### config.mk
export PLATFORM = sky130hd
export DESIGN_NAME = ppp_port
export DESIGN_NICKNAME = d
export VERILOG_FILES = /design/src/ppp_pkg.sv /design/src/ppp_pin_filter.sv /design/src/ppp_port.sv
export SDC_FILE = /design/constraint.sdc
export NUM_CORES = 2
export LEC_CHECK = 0
export BUFFER_PORTS_ARGS = -buffer_cell sky130_fd_sc_hd__buf_2
export CAP_MARGIN = 40
export CORE_MARGIN = 8
export CORE_UTILIZATION = 35
export DETAILED_ROUTE_END_ITERATION = 10
export PLACE_DENSITY = 0.61
export SLEW_MARGIN = 40
export SYNTH_ARGS = -nofsm -noshare
export SYNTH_HDL_FRONTEND = slang
export SYNTH_SLANG_ARGS = --single-unit
### constraint.sdc
create_clock -name clk -period 3.35 [get_ports clk]
set_input_delay 0.5025 -clock clk [delete_from_list [all_inputs] [get_ports clk]]
set_output_delay 0.5025 -clock clk [all_outputs]
set_load 0.05 [all_outputs]
### src/ppp_pkg.sv
/*
  Shared constants and types of the parallel programming port: action and
  byte-select codes, command bytes, timing counts and the signal groups.
  Assumes a single 125 MHz system clock.
*/
package ppp_pkg;

  // ----------------------------------------------------------------------
  // timing
  // ----------------------------------------------------------------------
  localparam int CLK_PERIOD_PS = 8000;
  localparam int ENTRY_STABLE_NS = 100;
  localparam int ENTRY_STABLE_CYCLES = (ENTRY_STABLE_NS * 1000 + CLK_PERIOD_PS - 1) / CLK_PERIOD_PS;
  localparam logic [3:0] ENTRY_LAST_CNT = 4'(ENTRY_STABLE_CYCLES - 1);
  localparam logic [2:0] OSC_TOGGLES_MIN = 3'h6;
  localparam logic [3:0] ENTRY_PATTERN = 4'h0;

  // ----------------------------------------------------------------------
  // pin encodings
  // ----------------------------------------------------------------------
  localparam logic [1:0] ACT_ADDR = 2'h0;
  localparam logic [1:0] ACT_DATA = 2'h1;
  localparam logic [1:0] ACT_CMD = 2'h2;
  localparam logic [1:0] ACT_IDLE = 2'h3;
  localparam logic [1:0] BS_LOW = 2'h0;
  localparam logic [1:0] BS_HIGH = 2'h1;
  localparam logic [1:0] BS_EXT = 2'h2;
  localparam logic [1:0] BS_RSVD = 2'h3;
  localparam logic [1:0] RDSEL_FUSE_LO = 2'h0;
  localparam logic [1:0] RDSEL_LOCK = 2'h1;
  localparam logic [1:0] RDSEL_FUSE_EXT = 2'h2;
  localparam logic [1:0] RDSEL_FUSE_HI = 2'h3;

  // ----------------------------------------------------------------------
  // command bytes
  // ----------------------------------------------------------------------
  localparam logic [7:0] CMD_NOP = 8'h00;
  localparam logic [7:0] CMD_CHIP_ERASE = 8'h80;
  localparam logic [7:0] CMD_WRITE_FUSE = 8'h40;
  localparam logic [7:0] CMD_WRITE_LOCK = 8'h20;
  localparam logic [7:0] CMD_WRITE_FLASH = 8'h10;
  localparam logic [7:0] CMD_WRITE_EEPROM = 8'h11;
  localparam logic [7:0] CMD_READ_SIG = 8'h08;
  localparam logic [7:0] CMD_READ_FUSE = 8'h04;
  localparam logic [7:0] CMD_READ_FLASH = 8'h02;
  localparam logic [7:0] CMD_READ_EEPROM = 8'h03;

  // ----------------------------------------------------------------------
  // types
  // ----------------------------------------------------------------------
  typedef enum logic [3:0] {
    MOP_NONE = 4'h0,
    MOP_ERASE_FLASH = 4'h1,
    MOP_ERASE_EEPROM = 4'h2,
    MOP_ERASE_LOCK = 4'h3,
    MOP_PROG_FLASH_PAGE = 4'h4,
    MOP_PROG_EEPROM_PAGE = 4'h5,
    MOP_WRITE_FUSE = 4'h6,
    MOP_WRITE_LOCK = 4'h7,
    MOP_READ_FLASH = 4'h8,
    MOP_READ_EEPROM = 4'h9,
    MOP_READ_SIG = 4'ha
  } ppp_mop_t;

  typedef enum logic [1:0] {
    MODE_OFF = 2'h0,
    MODE_ENTRY = 2'h1,
    MODE_PROG = 2'h2,
    MODE_FAIL = 2'h3
  } ppp_mode_t;

  typedef enum logic [2:0] {
    OP_IDLE = 3'h0,
    OP_WRITE = 3'h1,
    OP_READ = 3'h2,
    OP_ERASE_FLASH = 3'h3,
    OP_ERASE_EEPROM = 3'h4,
    OP_ERASE_LOCK = 3'h5
  } ppp_op_t;

  typedef struct packed {
    logic prog_voltage;
    logic load_strobe_clock;
    logic page_latch_strobe;
    logic action_select_1;
    logic action_select_0;
    logic byte_select_hi;
    logic byte_select_lo;
    logic wr_n;
    logic oe_n;
    logic [7:0] data;
  } ppp_pins_t;

  localparam ppp_pins_t PINS_RESET = '{prog_voltage: 1'b0, load_strobe_clock: 1'b0,
    page_latch_strobe: 1'b0, action_select_1: 1'b0, action_select_0: 1'b0, byte_select_hi: 1'b0,
    byte_select_lo: 1'b0, wr_n: 1'b1, oe_n: 1'b1, data: 8'h00};

  typedef struct packed {
    logic valid;
    ppp_mop_t op;
    logic [23:0] addr;
    logic [15:0] wdata;
  } ppp_mem_req_t;

  typedef struct packed {
    logic [7:0] low;
    logic [7:0] high;
    logic [7:0] ext;
    logic [7:0] lock;
  } ppp_fuse_t;

endpackage : ppp_pkg

### src/ppp_pin_filter.sv
/*
  Three-stage input synchroniser with agreement filter for asynchronous pins.
  Assumes the inputs come from outside the clk domain.
*/
`timescale 1ns/100ps
`default_nettype none
module ppp_pin_filter #(
  parameter int W = 8,
  parameter logic [W-1:0] RST = '0
) (
  // clock and reset
  input wire logic clk,
  input wire logic reset,
  // pins
  input wire logic [W-1:0] pin_in,
  output logic [W-1:0] pin_out
);

  logic [W-1:0] s1_reg;
  logic [W-1:0] s2_reg;
  logic [W-1:0] s3_reg;
  logic [W-1:0] out_reg;
  logic [W-1:0] out_next;

  // ----------------------------------------------------------------------
  // a bit changes once the second and third stages agree
  // ----------------------------------------------------------------------
  always_comb begin
    out_next = out_reg;
    for (int i = 0; i < W; i++) begin
      if (s2_reg[i] == s3_reg[i]) begin
        out_next[i] = s3_reg[i];
      end
    end
  end

  always_ff @(posedge clk) begin
    if (reset) begin
      s1_reg <= RST;
      s2_reg <= RST;
      s3_reg <= RST;
      out_reg <= RST;
    end else begin
      s1_reg <= pin_in;
      s2_reg <= s1_reg;
      s3_reg <= s2_reg;
      out_reg <= out_next;
    end
  end

  assign pin_out = out_reg;

endmodule : ppp_pin_filter
`default_nettype wire

### src/ppp_port.sv
/*
  Parallel programming port: pin sequencing, command/address/data loading,
  page buffer, erase and write sequencing, read-back onto the data bus.
  Assumes a memory back end that takes one request at a time and answers
  with mem_done, and pins that arrive asynchronously to clk.

*/
`timescale 1ns/100ps
`default_nettype none
module ppp_port
  import ppp_pkg::*;
#(
  parameter int PAGE_WORDS = 128
) (
  // clock and reset
  input wire logic clk,
  input wire logic reset,
  // programming pins
  input wire ppp_pins_t pins_in,
  output logic [7:0] data_out,
  output logic data_oe,
  output logic ready_busy_out,
  output logic prog_mode,
  // memory back end
  output ppp_mem_req_t mem_req,
  input wire logic mem_done,
  input wire logic [15:0] mem_rdata,
  input wire ppp_fuse_t fuses,
  input wire logic eeprom_keep_fuse,
  // page buffer read port
  input wire logic [$clog2(PAGE_WORDS)-1:0] buf_rd_idx,
  output logic [15:0] buf_rd_word
);

  localparam int PB = $clog2(PAGE_WORDS);

  typedef struct packed {
    ppp_mode_t mode;
    ppp_op_t op;
    logic [3:0] entry_cnt;
    logic [2:0] toggles;
    logic [7:0] cmd;
    logic [23:0] addr;
    logic [7:0] data_lo;
    logic [7:0] data_hi;
    logic [15:0] rd_word;
    ppp_pins_t last;
    ppp_mem_req_t mem;
    logic ready;
    logic [7:0] dout;
    logic doe;
    logic prog;
  } ppp_state_t;

  ppp_state_t st_reg;
  ppp_state_t st_next;
  ppp_pins_t p;
  logic buf_we;
  logic [15:0] buf_mem [PAGE_WORDS];
  logic [15:0] buf_rd_reg;

  // ----------------------------------------------------------------------
  // helpers
  // ----------------------------------------------------------------------
  function automatic ppp_mem_req_t mk_req(input ppp_mop_t op, input logic [23:0] a, input logic [15:0] d);
    ppp_mem_req_t r;
    r.valid = 1'b1;
    r.op = op;
    r.addr = a;
    r.wdata = d;
    return r;
  endfunction : mk_req

  // page base: word bits cleared, upper low-byte bits stay page bits
  function automatic logic [23:0] page_base(input logic [23:0] a);
    logic [23:0] m;
    m = ~((24'h000001 << PB) - 24'h000001);
    return a & m;
  endfunction : page_base

  // ----------------------------------------------------------------------
  // pin synchronisers
  // ----------------------------------------------------------------------
  ppp_pin_filter #(
    .W($bits(ppp_pins_t)),
    .RST(PINS_RESET)
  ) u_filter (
    .clk(clk),
    .reset(reset),
    .pin_in(pins_in),
    .pin_out(p)
  );

  // ----------------------------------------------------------------------
  // next-state logic
  // ----------------------------------------------------------------------
  always_comb begin
    logic ls_rise;
    logic pl_rise;
    logic wr_fall;
    logic oe_fall;
    logic pv_rise;
    logic [1:0] act;
    logic [1:0] bs;
    logic [3:0] entry_now;
    logic [3:0] entry_last;
    ls_rise = p.load_strobe_clock & ~st_reg.last.load_strobe_clock;
    pl_rise = p.page_latch_strobe & ~st_reg.last.page_latch_strobe;
    wr_fall = st_reg.last.wr_n & ~p.wr_n;
    oe_fall = st_reg.last.oe_n & ~p.oe_n;
    pv_rise = p.prog_voltage & ~st_reg.last.prog_voltage;
    act = {p.action_select_1, p.action_select_0};
    bs = {p.byte_select_hi, p.byte_select_lo};
    entry_now = {p.page_latch_strobe, p.action_select_1, p.action_select_0, p.byte_select_lo};
    entry_last = {st_reg.last.page_latch_strobe, st_reg.last.action_select_1,
                  st_reg.last.action_select_0, st_reg.last.byte_select_lo};
    st_next = st_reg;
    st_next.last = p;
    st_next.mem.valid = 1'b0;
    buf_we = 1'b0;

    unique case (st_reg.mode)
      MODE_OFF: begin
        st_next.ready = 1'b0;
        st_next.doe = 1'b0;
        if (!p.prog_voltage && ls_rise && st_reg.toggles != OSC_TOGGLES_MIN) begin
          st_next.toggles = st_reg.toggles + 3'h1;
        end
        if (pv_rise) begin
          if (st_reg.toggles == OSC_TOGGLES_MIN && entry_now == ENTRY_PATTERN) begin
            st_next.mode = MODE_ENTRY;
            st_next.entry_cnt = 4'h0;
          end else begin
            st_next.mode = MODE_FAIL;
          end
        end
      end
      MODE_ENTRY: begin
        if (!p.prog_voltage || entry_now != entry_last) begin
          st_next.mode = MODE_FAIL;
        end else if (st_reg.entry_cnt == ENTRY_LAST_CNT) begin
          st_next.mode = MODE_PROG;
          st_next.op = OP_IDLE;
          st_next.cmd = CMD_NOP;
          st_next.ready = 1'b1;
        end else begin
          st_next.entry_cnt = st_reg.entry_cnt + 4'h1;
        end
      end
      MODE_FAIL: st_next.mode = MODE_FAIL; // waits for the voltage to drop
      MODE_PROG: begin
        st_next.doe = ~p.oe_n;
        // loads, only while no operation runs
        if (ls_rise && st_reg.op == OP_IDLE) begin
          unique case (act)
            ACT_ADDR: begin
              unique case (bs)
                BS_LOW: st_next.addr[7:0] = p.data;
                BS_HIGH: st_next.addr[15:8] = p.data;
                BS_EXT: st_next.addr[23:16] = p.data;
                BS_RSVD: st_next.addr = st_reg.addr;
              endcase
            end
            ACT_DATA: begin
              if (!p.byte_select_hi && p.byte_select_lo) begin
                st_next.data_hi = p.data;
              end else if (!p.byte_select_hi) begin
                st_next.data_lo = p.data;
              end
            end
            ACT_CMD: st_next.cmd = p.data;
            ACT_IDLE: st_next.cmd = st_reg.cmd;
          endcase
        end
        // page latch into the buffer at the current word
        if (pl_rise && p.byte_select_lo && st_reg.op == OP_IDLE &&
            (st_reg.cmd == CMD_WRITE_FLASH || st_reg.cmd == CMD_WRITE_EEPROM)) begin
          buf_we = 1'b1;
        end
        // write strobe runs the loaded command
        if (wr_fall && st_reg.op == OP_IDLE) begin
          unique case (st_reg.cmd)
            CMD_CHIP_ERASE: begin
              st_next.mem = mk_req(MOP_ERASE_FLASH, 24'h000000, 16'h0000);
              st_next.op = OP_ERASE_FLASH;
            end
            CMD_WRITE_FLASH, CMD_WRITE_EEPROM: begin
              if (bs == BS_LOW) begin
                st_next.mem = mk_req(st_reg.cmd == CMD_WRITE_FLASH ? MOP_PROG_FLASH_PAGE :
                                     MOP_PROG_EEPROM_PAGE, page_base(st_reg.addr), 16'h0000);
                st_next.op = OP_WRITE;
              end
            end
            CMD_WRITE_FUSE: begin
              if (bs != BS_RSVD) begin
                st_next.mem = mk_req(MOP_WRITE_FUSE, {22'h000000, bs}, {8'h00, st_reg.data_lo});
                st_next.op = OP_WRITE;
              end
            end
            CMD_WRITE_LOCK: begin
              st_next.mem = mk_req(MOP_WRITE_LOCK, 24'h000000, {8'h00, st_reg.data_lo});
              st_next.op = OP_WRITE;
            end
            default: st_next.op = st_reg.op;
          endcase
          if (st_next.mem.valid) begin
            st_next.ready = 1'b0;
          end
        end
        // read strobe fetches the addressed word
        if (oe_fall && st_reg.op == OP_IDLE) begin
          unique case (st_reg.cmd)
            CMD_READ_FLASH, CMD_READ_EEPROM, CMD_READ_SIG: begin
              st_next.mem = mk_req(st_reg.cmd == CMD_READ_FLASH ? MOP_READ_FLASH : st_reg.cmd == CMD_READ_SIG ?
                                   MOP_READ_SIG : MOP_READ_EEPROM, st_reg.addr, 16'h0000);
              st_next.op = OP_READ;
            end
            default: st_next.op = st_reg.op;
          endcase
        end
        // completion of the running operation
        if (mem_done) begin
          unique case (st_reg.op)
            OP_WRITE: begin
              st_next.op = OP_IDLE;
              st_next.ready = 1'b1;
            end
            OP_READ: begin
              st_next.op = OP_IDLE;
              st_next.rd_word = mem_rdata;
            end
            OP_ERASE_FLASH: begin
              st_next.mem = mk_req(eeprom_keep_fuse ? MOP_ERASE_LOCK : MOP_ERASE_EEPROM,
                                   24'h000000, 16'h0000);
              st_next.op = eeprom_keep_fuse ? OP_ERASE_LOCK : OP_ERASE_EEPROM;
            end
            OP_ERASE_EEPROM: begin
              st_next.mem = mk_req(MOP_ERASE_LOCK, 24'h000000, 16'h0000);
              st_next.op = OP_ERASE_LOCK;
            end
            OP_ERASE_LOCK: begin
              st_next.op = OP_IDLE;
              st_next.ready = 1'b1;
            end
            default: st_next.op = OP_IDLE;
          endcase
        end
        // read data for the bus, selected by the byte selects; EEPROM reads always give the low byte
        unique case (st_reg.cmd)
          CMD_READ_FLASH: st_next.dout = p.byte_select_lo ? st_reg.rd_word[15:8] : st_reg.rd_word[7:0];
          CMD_READ_EEPROM: st_next.dout = st_reg.rd_word[7:0];
          CMD_READ_SIG: st_next.dout = p.byte_select_lo ? st_reg.rd_word[15:8] : st_reg.rd_word[7:0];
          CMD_READ_FUSE: begin
            unique case (bs)
              RDSEL_FUSE_LO: st_next.dout = fuses.low;
              RDSEL_LOCK: st_next.dout = fuses.lock;
              RDSEL_FUSE_EXT: st_next.dout = fuses.ext;
              RDSEL_FUSE_HI: st_next.dout = fuses.high;
            endcase
          end
          default: st_next.dout = 8'h00;
        endcase
      end
    endcase

    // leaving high voltage ends any mode
    if (!p.prog_voltage && st_reg.mode != MODE_OFF) begin
      st_next.mode = MODE_OFF;
      st_next.op = OP_IDLE;
      st_next.toggles = 3'h0;
      st_next.cmd = CMD_NOP;
      st_next.ready = 1'b0;
      st_next.doe = 1'b0;
    end
    st_next.prog = (st_next.mode == MODE_PROG);
  end

  // ----------------------------------------------------------------------
  // registers
  // ----------------------------------------------------------------------
  always_ff @(posedge clk) begin
    if (reset) begin
      st_reg <= '0;
      st_reg.last <= PINS_RESET;
    end else begin
      st_reg <= st_next;
    end
  end

  // page buffer, word index from low address bits
  always_ff @(posedge clk) begin
    if (buf_we) begin
      buf_mem[st_reg.addr[PB-1:0]] <= {st_reg.data_hi, st_reg.data_lo};
    end
    if (reset) begin
      buf_rd_reg <= 16'h0000;
    end else begin
      buf_rd_reg <= buf_mem[buf_rd_idx];
    end
  end

  assign data_out = st_reg.dout;
  assign data_oe = st_reg.doe;
  assign ready_busy_out = st_reg.ready;
  assign prog_mode = st_reg.prog;
  assign mem_req = st_reg.mem;
  assign buf_rd_word = buf_rd_reg;

endmodule : ppp_port
`default_nettype wire

==> summary.txt <==
Finish
  – Max FFs per register: 2,048
  – Nets: around 5,000
  – Design Area, Final: roughly 100,000 um2
  – Fraction of layout cells with a size suffix above 1: 23.72%
  – Area growth syn-to-layout: 16.55%
  – # fillers: 21,900
  – Area occupied by multi-input gates: roughly 19,000 um2
  – Sequential cell area: 66,040 um2

Pwr
  – Clock share of power: 42.8%
  – Net switching power: 0.01225 W
  – Max VDD drop: 425.1 uV
  – Combinational share of power: 4.0%
  – Pwr per Cell Area: 567.8 nW/um2
  – Int Pwr: 0.04526 W
  – Sw frac: 21.31%
  – P_leak: around 34 nW
  – Register share of total power: between 50% and 60%

STA
  – Setup TNS: 0 ns
  – Final Hold Viols: 0
  – Final Setup Violations: 0
  – Final Critical Period: 2.919 ns
  – Slew Limit Fails: 0
  – Max Fclk: 342.5 MHz
  – Final Skew: 0.06932 ns
  – Worst slew pin tran: between 0.8 and 0.9 ns
  – RSZ-0062 raised after global routing: no
  – Worst slew margin: ~45%
  – Final period util: around 87%
  – WHS: 0.1230 ns

Global route
  – First-pass GRT wire length: 325,100 um
  – Overall Global Routing Usage: 16.53%
  – Initial antenna violation count: 17
  – Largest net degree at the start of global routing: 152
  – GR Overflow Total: 0
  – Number of global-route vias before repair: around 46,000

CTS
  – CTS tree: built
  – Reg clk slew, reported paths: 0.06 ns
  – Worst-skew pair later-pin latency: 0.86 ns
  – Post_cts resized: 0
  – Post-CTS setup buffers: 0
  – Post-CTS Hold Buffers: 34
  – TritonCTS buffer count: 220
  – Clk root buf: clkbuf_16
  – Clock Tree Buf Depth: 3
  – H-tree level count: 4
  – Clock Sinks: about 2,300

Floorplan
  – Die Ht: approximately 500 um
  – Die width: 514.3 um
  – # rows: 183
  – Core box area: 247,700 um2
  – I/O Pins: 148
  – DIE AREA: 264,500 um2
  – Initial core utilization: 35.08%

Hold path
  – Hold Path Class: input port to register

Setup path
  – WS Path Type: register to register
  – Crit-path cells: nor4_4 > nand3_1 > nor3_1 > buf_4 > nand2_1 > buf_4 > nor2_1 > buf_4
  – Kind of end point of the critical path: register
  – CP max stage delay: ~0.41 ns
  – CP required: 3.85 ns
  – Critical Path Fanout Max: 15
  – Worst endpoint data arrival time: 3.42 ns
  – Most numerous cell on the critical path: buf_4
  – Slowest cell on crit path: dfxtp_1
  – Worst setup SP type: register

Yosys
  – Count leader, synth: edfxtp_1
  – Yosys cell types: 66
  – Net Count, Synth: roughly 4,700
  – Most common flop cell mapped by yosys: edfxtp_1
  – Sequential share of the synthesized area: 75.93%
  – Synth async-reset ratio: 0%
  – Synth top area cells: edfxtp_1 71%, mux4_2 9.5%, dfxtp_1 5.2%
  – Avg Inst Size Synth: 18.92 um2
  – Top cells by count, synth: 2,048 x edfxtp_1, 374 x mux2i_1, 366 x mux4_2
  – Cell taking the most area after synthesis: edfxtp_1
  – Yosys reg bits: around 2,300
  – Post-Syn Instances: 4,593
  – EDFF count, synth: 2,048
  – Synth warn: 0
  – Top cell type's share of synthesized area: 70.77%
  – Netlist Area Pre-Place: 86,900 um2

Drt
  – Remaining antenna violation count: 0
  – Vias/cell: 5.336
  – DRT Pass-1 Iters: 5
  – DRC: 0
  – Avg WL per Cell: about 26 um
  – Post-Route WL: 225,200 um
  – DR iter-0 viols: around 5,400
  – Total number of vias: 45,646

Placement
  – RePlAce Congestion: around 0.86
  – Port Buffer Count: 147
  – Post-DP HPWL: 141,500 um
  – Post-DP Area: around 94,000 um2

Outcome
  – Outcome: complete, no violations

Flow run
  – Max Cap Viol: 0
-- power groups by stage --
| stage | Sequential, W | Clock (W) | Combinational [W] |
|---|---|---|---|
| after floorplan | 0.0312 | 0 | 0.00145 |
| after global placement | 0.0312 | 0 | 0.00229 |
| after detailed placement | 0.0312 | 0 | 0.00229 |
| after CTS | 0.0306 | 0.0251 | 0.00233 |
| after global routing | 0.0306 | 0.0262 | 0.00245 |
| final | 0.0306 | 0.0246 | 0.00231 |
-- metrics by stage --
step                      worst slack, ns  util [%]  total power (W)  instances
after floorplan                    0.5094         -          0.03267       4593
after global placement           -0.05993     37.73          0.03348       8096
after detailed placement         -0.09690     37.81          0.03348       8105
after CTS                          0.4489     40.88          0.05797       8549
after global routing               0.1937     40.88          0.05918       8551
final                              0.4305     40.88          0.05751       8554
-- worst max-delay path, delay by kind of cell, from the launching register on --
| family | cells | cell delay, ns |
|---|---|---|
| buffers and inverters | 3 | 0.80 |
| flip-flops | 1 | 0.41 |
| AND/OR/NAND/NOR | 5 | 1.33 |
-- cell type report --
class | instances | area share, %
diodes | 5 | 0.01235
clock buffers | 273 | 5.842
clock inverters | 137 | 1.327
inverters | 22 | 0.08153
multi-input cells | 1996 | 19.13
flip-flops and latches | 2272 | 65.21
well taps | 3330 | 4.114
repair buffers | 519 | 4.283
-- placed cells by master (no fill, tap or decap), types with 27 or more instances in the layout --
| master | synthesis | routed |
|---|---|---|
| clkinv_1 | 0 | 45 |
| a22oi_1 | 256 | 256 |
| dlygate4sd3_1 | 0 | 34 |
| nand3_1 | 60 | 60 |
| mux4_2 | 366 | 366 |
| nand2_1 | 172 | 172 |
| nand4_1 | 52 | 52 |
| a221oi_1 | 27 | 27 |
| buf_2 | 98 | 144 |
| clkinv_2 | 0 | 43 |
| mux2i_1 | 374 | 374 |
| edfxtp_1 | 2048 | 2048 |
| clkbuf_16 | 0 | 225 |
| a21oi_1 | 98 | 97 |
| a22o_1 | 30 | 30 |
| nor2b_1 | 67 | 63 |
| nor2_1 | 252 | 250 |
| dfxtp_1 | 224 | 208 |
| clkbuf_1 | 123 | 35 |
| buf_12 | 0 | 51 |
| buf_4 | 61 | 284 |
-- layer usage --
layer	share of wire (%)	up-vias	global-route usage (%)
li1	-	19449	-
met1	42	23963	22.82
met2	47	1889	26.33
met3	8.8	339	3.875
met4	2.7	6	4.613
met5	0.018	-	0
-- final timing paths --
| check | endpoint | slack [ns] | cells after the start | start |
|---|---|---|---|---|
| min | st_reg[144] | 0.12 | 4 | mem_done |
| min reg2reg | u_filter.s2_reg[9] | 0.41 | 1 | u_filter.s1_reg[9] |
| max | buf_mem[44][0] | 0.43 | 8 | st_reg[130] |
| max reg2reg | buf_mem[44][0] | 0.43 | 8 | st_reg[130] |
-- cells by family (layout without fill, tap and decap cells) --
kind of cell / Yosys count / after routing / share of synthesized area, %
buffers and inverters: 325 / 951 / 1.852
AND/OR/NAND/NOR: 711 / 711 / 3.911
XOR/XNOR: 8 / 8 / 0.08063
other: 0 / 5 / 0
flip-flops: 2272 / 2272 / 75.93
multiplexers: 744 / 744 / 13.85
adder cells (fa/ha/maj): 10 / 10 / 0.1440
AO/OA/AOI/OAI: 523 / 523 / 4.236
No activity file was read; power rests on OpenSTA's default activity.
